`src/pkg/rdt_consts.vh`:
```
// constants for the release delay timer
// assumes inclusion by the design file only
`ifndef RDT_CONSTS_VH
`define RDT_CONSTS_VH
`define MODE_W 3
`define MODE_RELEASE_DELAY 3'h0
`define MODE_POWER_DELAY 3'h1
`define MODE_POWER_FLICKER 3'h2
`define MODE_POWER_ON_FLICKER 3'h3
`define MODE_POWER_ONE_SHOT 3'h4
`define MODE_POWER_ONE_CYCLE 3'h5
`define COUNT_W 32
`define COUNT_ZERO 32'h0000_0000
`define COUNT_ONE 32'h0000_0001
`define ST_IDLE 4'h1
`define ST_HOLD 4'h2
`define ST_TIMING 4'h4
`define ST_DONE 4'h8
`endif

```
`src/rtl/release_delay_timer.v`:
```
// release delay timer with power-up modes
// assumes start, stop and reset contacts are debounced and synchronous to CLOCK;
// power presence is RESETN (power loss asserts it)
// Functional notes
// RULE1: release mode: start turns output on immediately
// RULE2: release mode: start release begins timing
// RULE3: release mode: output off after set time
// RULE4: start during interval clears and restarts it
// RULE5: stop freezes elapsed count, keeps it
// RULE6: stop release resumes from retained count
// RULE7: power delay: output on after set time
// RULE8: power loss resets all state and output
// RULE9: mode selects among five power-up behaviours
// RULE10: reset input clears interval, output off
// RULE11: count clock ticks against programmable terminal count
`timescale 1ns/1ps
`include "rdt_consts.vh"
module release_delay_timer #(
    parameter COUNT_W = `COUNT_W
) (
    // clock and power-on reset
    input wire CLOCK,
    input wire RESETN,
    // configuration
    input wire [`MODE_W-1:0] MODE,
    input wire [COUNT_W-1:0] SET_TIME,
    // contact inputs
    input wire START,
    input wire STOP,
    input wire RESET_IN,
    // output contact and timing flag
    output reg TIMED_OUT,
    output wire TIMING
);
    // one-hot state codes
    localparam [3:0] IDLE = `ST_IDLE;
    localparam [3:0] HOLD = `ST_HOLD;
    localparam [3:0] RUN = `ST_TIMING;
    localparam [3:0] DONE = `ST_DONE;
    // count constants sized to the parameter, so no width is padded or cut
    localparam [COUNT_W-1:0] COUNT_CLEAR = {COUNT_W{1'b0}};
    localparam [COUNT_W-1:0] COUNT_STEP = {{(COUNT_W-1){1'b0}}, 1'b1};

    // sequencer and interval counter
    reg [3:0] state;
    reg [3:0] next_state;
    reg [COUNT_W-1:0] count;
    reg [COUNT_W-1:0] next_count;
    reg next_out;
    reg running;
    wire next_running;
    // mode decode
    wire release_delay_mode;
    wire power_mode;
    wire power_delay_mode;
    wire power_flicker_mode;
    wire on_flicker_mode;
    wire one_shot_mode;
    wire one_cycle_mode;
    wire toggle_mode;
    wire first_level;
    // contact qualification and interval bookkeeping
    wire start_seen;
    wire stop_seen;
    wire clear_seen;
    wire in_run;
    wire [COUNT_W-1:0] count_plus;
    wire expire;
    wire frozen;
    wire advance;
    wire lapse;

    assign release_delay_mode = (MODE == `MODE_RELEASE_DELAY);
    // codes beyond the five power behaviours still count as power modes
    assign power_mode = !release_delay_mode;
    assign power_delay_mode = (MODE == `MODE_POWER_DELAY);
    assign power_flicker_mode = (MODE == `MODE_POWER_FLICKER);
    assign on_flicker_mode = (MODE == `MODE_POWER_ON_FLICKER);
    assign one_shot_mode = (MODE == `MODE_POWER_ONE_SHOT);
    assign one_cycle_mode = (MODE == `MODE_POWER_ONE_CYCLE);
    assign toggle_mode = power_flicker_mode || on_flicker_mode || one_cycle_mode;
    // on-first flicker and one-shot open the interval with the contact closed
    assign first_level = on_flicker_mode || one_shot_mode; // RULE9

    // power modes time from power-on and ignore the start contact
    assign start_seen = release_delay_mode && START;
    assign stop_seen = STOP;
    assign clear_seen = RESET_IN;
    assign in_run = (state == RUN);

    // a set time of zero still needs one tick, so compare after increment
    assign count_plus = count + COUNT_STEP;
    assign expire = (count_plus >= SET_TIME); // RULE11
    // stop only pauses a running interval; elsewhere it has no effect
    assign frozen = in_run && !start_seen && stop_seen;
    assign advance = in_run && !start_seen && !stop_seen && !expire;
    assign lapse = in_run && !start_seen && !stop_seen && expire;

    assign next_running = (next_state == RUN);
    assign TIMING = running;

    // state sequencing
    always @* begin
        next_state = state;
        case (state)
            IDLE: begin
                if (power_mode) begin
                    next_state = RUN; // RULE9
                end else if (start_seen) begin
                    next_state = HOLD; // RULE1
                end
            end
            HOLD: begin
                // the interval opens only once the contact lets go
                if (!START) begin
                    next_state = RUN; // RULE2
                end
            end
            RUN: begin
                if (start_seen) begin
                    next_state = HOLD; // RULE4
                end else if (lapse) begin
                    case (MODE)
                        `MODE_RELEASE_DELAY: begin
                            next_state = IDLE; // RULE3
                        end
                        `MODE_POWER_DELAY: begin
                            next_state = DONE; // RULE7
                        end
                        `MODE_POWER_FLICKER: begin
                            next_state = RUN;
                        end
                        `MODE_POWER_ON_FLICKER: begin
                            next_state = RUN;
                        end
                        `MODE_POWER_ONE_SHOT: begin
                            next_state = DONE;
                        end
                        `MODE_POWER_ONE_CYCLE: begin
                            // one full off-on cycle, then park
                            if (TIMED_OUT) begin
                                next_state = DONE;
                            end
                        end
                        default: begin
                            next_state = IDLE;
                        end
                    endcase
                end
            end
            DONE: begin
                // leaving power modes drops back to idle so release mode starts clean
                if (!power_mode) begin
                    next_state = IDLE;
                end
            end
            default: begin
                next_state = IDLE;
            end
        endcase
        if (clear_seen) begin
            // release mode returns to idle; power modes wait for the next power-on
            if (power_mode) begin
                next_state = DONE; // RULE10
            end else begin
                next_state = IDLE; // RULE10
            end
        end
    end

    // elapsed count
    always @* begin
        next_count = count;
        if (!in_run) begin
            next_count = COUNT_CLEAR;
        end else if (start_seen) begin
            next_count = COUNT_CLEAR; // RULE4
        end else if (frozen) begin
            next_count = count; // RULE5
        end else if (advance) begin
            next_count = count_plus; // RULE6
        end else begin
            // each lapse starts the next period from zero
            next_count = COUNT_CLEAR;
        end
        if (clear_seen) begin
            next_count = COUNT_CLEAR; // RULE10
        end
    end

    // output contact
    always @* begin
        next_out = TIMED_OUT;
        case (state)
            IDLE: begin
                if (power_mode) begin
                    next_out = first_level; // RULE9
                end else if (start_seen) begin
                    next_out = 1'b1; // RULE1
                end
            end
            HOLD: begin
                next_out = TIMED_OUT;
            end
            RUN: begin
                if (lapse) begin
                    if (release_delay_mode) begin
                        next_out = 1'b0; // RULE3
                    end else if (power_delay_mode) begin
                        next_out = 1'b1; // RULE7
                    end else if (toggle_mode) begin
                        next_out = !TIMED_OUT; // RULE9
                    end else if (one_shot_mode) begin
                        next_out = 1'b0;
                    end
                end
            end
            DONE: begin
                if (!power_mode) begin
                    next_out = 1'b0;
                end
            end
            default: begin
                next_out = 1'b0;
            end
        endcase
        if (clear_seen) begin
            next_out = 1'b0; // RULE10
        end
    end

    // power loss returns sequencer and count to rest
    always @(posedge CLOCK or negedge RESETN) begin
        if (!RESETN) begin
            state <= IDLE; // RULE8
            count <= COUNT_CLEAR;
        end else begin
            state <= next_state;
            count <= next_count;
        end
    end

    // output and timing flag are registered so neither glitches on decode
    always @(posedge CLOCK or negedge RESETN) begin
        if (!RESETN) begin
            TIMED_OUT <= 1'b0; // RULE8
            running <= 1'b0;
        end else begin
            TIMED_OUT <= next_out;
            running <= next_running;
        end
    end
endmodule

```
`config.mk`:
```
export PLATFORM = sky130hd
export DESIGN_NAME = release_delay_timer
export DESIGN_NICKNAME = d
export VERILOG_FILES = /design/src/rtl/release_delay_timer.v
export VERILOG_INCLUDE_DIRS = /design/src /design/src/pkg
export SDC_FILE = /design/constraint.sdc
export NUM_CORES = 1
export LEC_CHECK = 0
export BUFFER_PORTS_ARGS = -buffer_cell sky130_fd_sc_hd__buf_4
export CAP_MARGIN = 20
export CORE_ASPECT_RATIO = 0.75
export CORE_UTILIZATION = 54
export DETAILED_ROUTE_END_ITERATION = 8
export PLACE_DENSITY = 0.85
export SYNTH_ARGS = -nofsm -noshare
export SYNTH_HDL_FRONTEND = slang
export SYNTH_SLANG_ARGS = --single-unit
```
`constraint.sdc`:
```
create_clock -name CLOCK -period 10.3 [get_ports CLOCK]
set_input_delay 0.515 -clock CLOCK [delete_from_list [all_inputs] [get_ports CLOCK]]
set_output_delay 0.515 -clock CLOCK [all_outputs]
set_load 0.01 [all_outputs]
```
==> reports/results.ini, run 1 <==
[timing]
clock_skew_ns = 0.00612
tns_ns = 0
period_needed_ns = 4.08
worst_pin_slew_ns = 0.817
drv_slew = 0
grt_setup_unrepaired = no
fin_crit_sh_pct = 39.6
relSlewSlack_pct = 45.2
max_freq_mhz = 245
finalHoldViolations = 0
setup_viol = 0

[cts]
clockBufferDepth = 2
cts_hold_buf = 0
ctsResizeCount = 0
cts_tree = built
root_buffer = clkbuf_8
cts_num_sinks = 38
h-tree-depth = 2
post_cts_buffers = 0
path_clk_slew_ns = 0.07
cts_buffers = 5
clk_latency_ns = 0.30

[worst_hold_path]
hp-class = input pin to async pin

[detailed_routing]
wl_per_cell_um = 15.3
drt_iter0_drc = 244
firstDrtPassIters = 4
drc = 0
finalWirelength_um = 7270
viasPerCell = 6.03
vias = 2866
drt.antenna.violating_nets = 0

[final_layout]
multi_input_area_um2 = 1990
nets = 472
fill_cells = 463
fin_util_pct = 65.8
regArea_um2 = 952
area_growth_pct = 14.3
diodes = 0
design_area_um2 = 3620
drive_gt1_share_pct = 16.0

[power]
leakagePower_nw = 1.85
ir_worst_vdd_v = 0.0000352
power.density_nw_per_um2 = 87.6

[run_status]
status = finished, final reports clean

[synth]
ys.flop_type = dfrtp_1
synth_cell_types = 58
yosys_warnings = 0
netlist_instances = 364
ys_ff_latch = 38
synth_edf_count = 0
synth.avg_cell_area_um2 = 8.69
synth_nets = 437
ys_seq_area_share_pct = 30.1
synth_area_um2 = 3160
synthArstFlopShare_pct = 100

[critical_path]
rr_startpoint = count[2]$_DFFE_PN0P_
path_max_fanout = 6
reg2reg_setup_slack_ns = 6.22
rr_endpoint = count[19]$_DFFE_PN0P_
crit_path_start_kind = register
crit_required_ns = 10.53
crit_path_end_kind = register
crit_start = count[2]$_DFFE_PN0P_
ff2ff_path_depth = 14
cp.arrival_ns = 4.31
path_class = register to register

[global_route]
grt_pass1_vias = 2693
grt_pass1_wl_um = 12400
antenna_found_initial = 0
grt_use_total_pct = 25.8
grt.overflow.total = 0
grt_max_degree = 39

[place]
io_buffers = 41
place_hpwl_um = 5440
placed_cell_area_um2 = 3490
gp_congestion = 0.928

[floorplan]
start_util_pct = 57.5
core_area_um2 = 5500
dieWidth_um = 90.4
io_pins = 42
row_count = 23
fp.dieH_um = 68.3
die_area_um2 = 6170

[job]
cap_viol_max_count = 0

-- final cells by class --
type                       instances  area share, %
multi-input combinational        271           55.1
sequential                        38           26.3
timing repair buffer              43           9.34
inverter                          40           4.15
tap                               75           2.60
clock buffer                       7           2.39
clock inverter                     1          0.138
-- report_power, final --
part           internal [mW]  switching, mW  total [mW]
logic                 0.0248         0.0277      0.0525
clock network         0.0540         0.0535       0.108
registers              0.152        0.00453       0.157
-- Yosys cell counts, types with 3 or more instances --
library cell / number / area share (%)
inv_1: 39 / 4.6
dfrtp_1: 37 / 29
ha_1: 33 / 13
nand2_1: 28 / 3.3
a32o_1: 24 / 7.6
nor2_1: 21 / 2.5
a21oi_1: 19 / 3.0
xnor2_1: 16 / 4.4
and3_1: 13 / 2.6
nand3_1: 13 / 2.1
xor2_1: 12 / 3.3
nand4_1: 9 / 1.8
clkbuf_1: 8 / 0.95
o21ai_0: 8 / 1.3
o22ai_1: 7 / 1.4
nor3_1: 6 / 0.95
a21o_1: 5 / 1.2
buf_2: 5 / 0.79
nand2b_1: 4 / 0.79
nor4_1: 4 / 0.79
or2_2: 4 / 0.79
a31oi_1: 3 / 0.59
nor2b_1: 3 / 0.59
o21a_1: 3 / 0.71
or3_1: 3 / 0.59
-- critical path, stage by stage, from the launching register on --
cell and delay (ns):
dfrtp_1 0.42, and3_1 0.22, and3_1 0.18, nand3_1 0.17, nor3_1 0.58, and3_1 0.26
xor2_1 0.20, ha_1 0.28, a21oi_1 0.14, o21ai_0 0.10, a221oi_1 0.37, nand4_2 0.19
or3_1 0.45, or3_1 0.38, o21ai_2 0.07
-- state kept, by name, summed over array words and instances, names as in the netlist --
name       flops
TIMED_OUT      1
TIMING         1
count         32
state          4
-- layout by cell type, fill, tap and decap left out, drive strengths merged, types with 5 or more instances in the layout --
master | synthesis | layout
a21o | 5 | 5
a21oi | 19 | 19
a32o | 24 | 24
and3 | 13 | 13
buf | 7 | 43
clkbuf | 8 | 7
dfrtp | 37 | 37
ha | 33 | 33
inv | 39 | 39
nand2 | 28 | 28
nand2b | 5 | 5
nand3 | 13 | 13
nand4 | 10 | 10
nor2 | 23 | 23
nor3 | 6 | 6
o21ai | 9 | 9
o22ai | 7 | 7
xnor2 | 16 | 16
xor2 | 12 | 12
-- routing by layer --
layer	vias up	GRT usage (%)	part of all wire (%)	wire length [um]
met4	0	10.5	1.8	134
met3	14	3.78	5.1	373
met5	-	0	0	0
met1	1364	34.8	48	3520
li1	1398	-	-	-
met2	90	42.4	45	3240
-- worst max-delay path by stage --
stage	end	cells past startpoint
final	count[19]$_DFFE_PN0P_	14
after global routing	TIMING$_DFF_PN0_	14
after CTS	count[2]$_DFFE_PN0P_	14
after detailed placement	count[2]$_DFFE_PN0P_	14
after global placement	count[2]$_DFFE_PN0P_	14
after floorplan	count[19]$_DFFE_PN0P_	15
-- kinds of logic (layout without fill, tap and decap cells) --
kind of cell | after synthesis | after routing | synth area share, %
muxes | 1 | 1 | 0.316
xor gates and xnor gates | 28 | 28 | 7.75
buffers and inverters | 55 | 91 | 6.96
AOI/OAI and AO/OA | 88 | 88 | 21.4
and+or+nand+nor | 121 | 121 | 20.4
DFF | 38 | 38 | 30.1
adders and majority gates | 33 | 33 | 13.1
-- per-stage QoR --
stage                     worst slack (ns)  hold slack (ns)  power, mW  std cells
after floorplan                       6.77            0.219      0.189        364
after global placement                5.95            0.477      0.209        465
after detailed placement              5.78            0.492      0.211        465
after CTS                             5.76            0.197      0.317        473
after global routing                  5.68            0.212      0.330        475
final                                 6.22            0.170      0.317        475
(Power assumes the default switching activity.)
==> run 2: changes to the inputs <==
- clock period: 10.3 -> 4.07 ns (I/O delays scaled with it)
==> run 2 against run 1 <==
  * Register-to-register slack lost 5.9 ns
  * Die area unchanged
  * Global-route usage fell by 0.50 points
  * Power rose to 2.7 times the previous value
  * Sequential power increased to 2.5 times the previous value
  * Non-clock buffer count up 8
==> reports/results.ini, run 2 (same netlist as run 1, synthesis figures left out) <==
[final_layout]
fill_cells = 438
reg.largest.list = count (32), state (4)
stdcell_count = 483
diodes = 0
final_cell_mix = buf_4, inv_1, dfrtp_1, ha_1, nand2_1
nets = 481
fin_util_pct = 68.2
largest-register = count
drive_gt1_share_pct = 19.4
area_growth_pct = 18.4
largest_register_ffs = 32
mostFrequentLayoutCell = buf_4

[timing]
max_freq_mhz = 265
finalHoldViolations = 0
drv_slew = 0
clock_skew_ns = 0.00746
grt_setup_unrepaired = no
setup_viol = 0
fin_crit_sh_pct = 92.9
worst_pin_slew_ns = 0.821
period_needed_ns = 3.78
relSlewSlack_pct = 44.9

[global_route]
grt_pass1_vias = 2624
grt_pass1_wl_um = 12200
antenna_found_initial = 0
grt_max_degree = 39
grt_use_total_pct = 25.3
grt.overflow.total = 0

[power]
power.density_nw_per_um2 = 230
power.total_mw = 0.862
pwr-share-seq_pct = 46.0
power_frac_comb_pct = 15.5
ir_worst_vdd_v = 0.000130
p_int_mw = 0.645
p_clk_share_pct = 38.5
leakagePower_nw = 1.91
switchingPower_mw = 0.217
switching_share_pct = 25.2

[floorplan]
io_pins = 42
row_count = 23
fp.dieH_um = 68.3
dieWidth_um = 90.4
start_util_pct = 57.5
core_area_um2 = 5500
die_area_um2 = 6170

[detailed_routing]
drc = 0
viasPerCell = 5.95
drt_iter0_drc = 152
drt.antenna.violating_nets = 0
vias = 2872
firstDrtPassIters = 5
wl_per_cell_um = 15.7
finalWirelength_um = 7600

[critical_path]
timing.critical_path.to = TIMING$_DFF_PN0_
cp.arrival_ns = 3.94
crit_required_ns = 4.23
crit_path_start_kind = register
path_class = register to register
rr_startpoint = count[3]$_DFFE_PN0P_
ff2ff_path_depth = 14
path_max_fanout = 6
rr_endpoint = TIMING$_DFF_PN0_
reg2reg_setup_slack_ns = 0.29
crit_start = count[3]$_DFFE_PN0P_
crit_path_end_kind = register

[cts]
cts_num_sinks = 38
cts_tree = built
cts_buffers = 5
path_clk_slew_ns = 0.08
h-tree-depth = 2
clockBufferDepth = 2
clk_latency_ns = 0.30
root_buffer = clkbuf_8

[place]
io_buffers = 41
gp_congestion = 0.922
place_hpwl_um = 5500
dp.cells = 472

[worst_hold_path]
hp-class = input pin to register

[run_status]
status = finished, final reports clean

[job]
cap_viol_max_count = 0

run 2: what timing repair did:
item | in CTS | in global routing
hold buffers | 1 | 0
setup buffers | 0 | 2
endpoints found under the setup margin | 30 | 34
gates cloned | 0 | 1
resized for setup | 3 | 8
hold endpoints to repair | 37 | 0
pin swaps | 0 | 3
run 2: stage by stage:
| step | hold slack [ns] | instance area, um2 | setup slack [ns] | TNS (ns) |
|---|---|---|---|---|
| 2_1_floorplan | -0.0921 | 3160 | 0.539 | 0 |
| 3_3_place_gp | 0.199 | 3550 | -0.0237 | -0.0237 |
| 3_5_place_dp | 0.200 | 3550 | -0.137 | -0.388 |
| 4_1_cts | 0.134 | 3680 | 0.0319 | 0 |
| 5_1_grt | 0.152 | 3750 | 0.0267 | 0 |
| 6_report | 0.139 | 3750 | 0.290 | 0 |
run 2: worst min-delay path by stage:
stage                     startpoint                     to  slack, ns  cells after the start
after CTS                   RESET_IN  TIMED_OUT$_DFFE_PN0P_       0.13                      2
after detailed placement      RESETN  count[25]$_DFFE_PN0P_       0.20                      1
after global placement        RESETN     state[1]$_DFF_PN0_       0.20                      1
final                       RESET_IN  TIMED_OUT$_DFFE_PN0P_       0.14                      2
after global routing        RESET_IN  TIMED_OUT$_DFFE_PN0P_       0.15                      2
after floorplan               RESETN  TIMED_OUT$_DFFE_PN0P_      -0.09                      0
run 2: final cells by class:
type                            instances  area [um2]  area share (%)
Clock buffer                            6        82.6            2.20
Clock inverter                          1        30.0           0.802
Inverter                               40         150            4.01
Multi-Input combinational cell        272        2050            54.8
Sequential cell                        38         952            25.4
Tap cell                               75        93.8            2.51
Timing Repair Buffer                   51         385            10.3
run 2: per-layer routing:
layer | share of wire, % | routed length [um] | track usage, %
met1 | 47 | 3570 | 32.9
met2 | 48 | 3610 | 42.7
met3 | 4.8 | 367 | 5.78
met4 | 0.71 | 54 | 7.46
met5 | 0 | 0 | 0
run 2: power groups by stage:
stage / combinational [mW] / clock [mW] / sequential, mW
floorplan: 0.0803 / 0 / 0.398
global placement: 0.125 / 0 / 0.403
detailed placement: 0.130 / 0 / 0.403
CTS: 0.132 / 0.333 / 0.396
global route: 0.149 / 0.354 / 0.397
finish: 0.134 / 0.332 / 0.396
run 2: critical path: stages (launching register included):
cell       delay [ns]
dfrtp_1          0.39
and3_1           0.20
and3_1           0.21
nand3_2          0.14
nor2_2           0.21
nand4_1          0.14
xnor2_1          0.17
ha_1             0.31
nand4_1          0.11
nor3_1           0.28
or4b_1           0.53
a31oi_4          0.24
nor2_1           0.08
a2111oi_1        0.47
o22ai_1          0.14
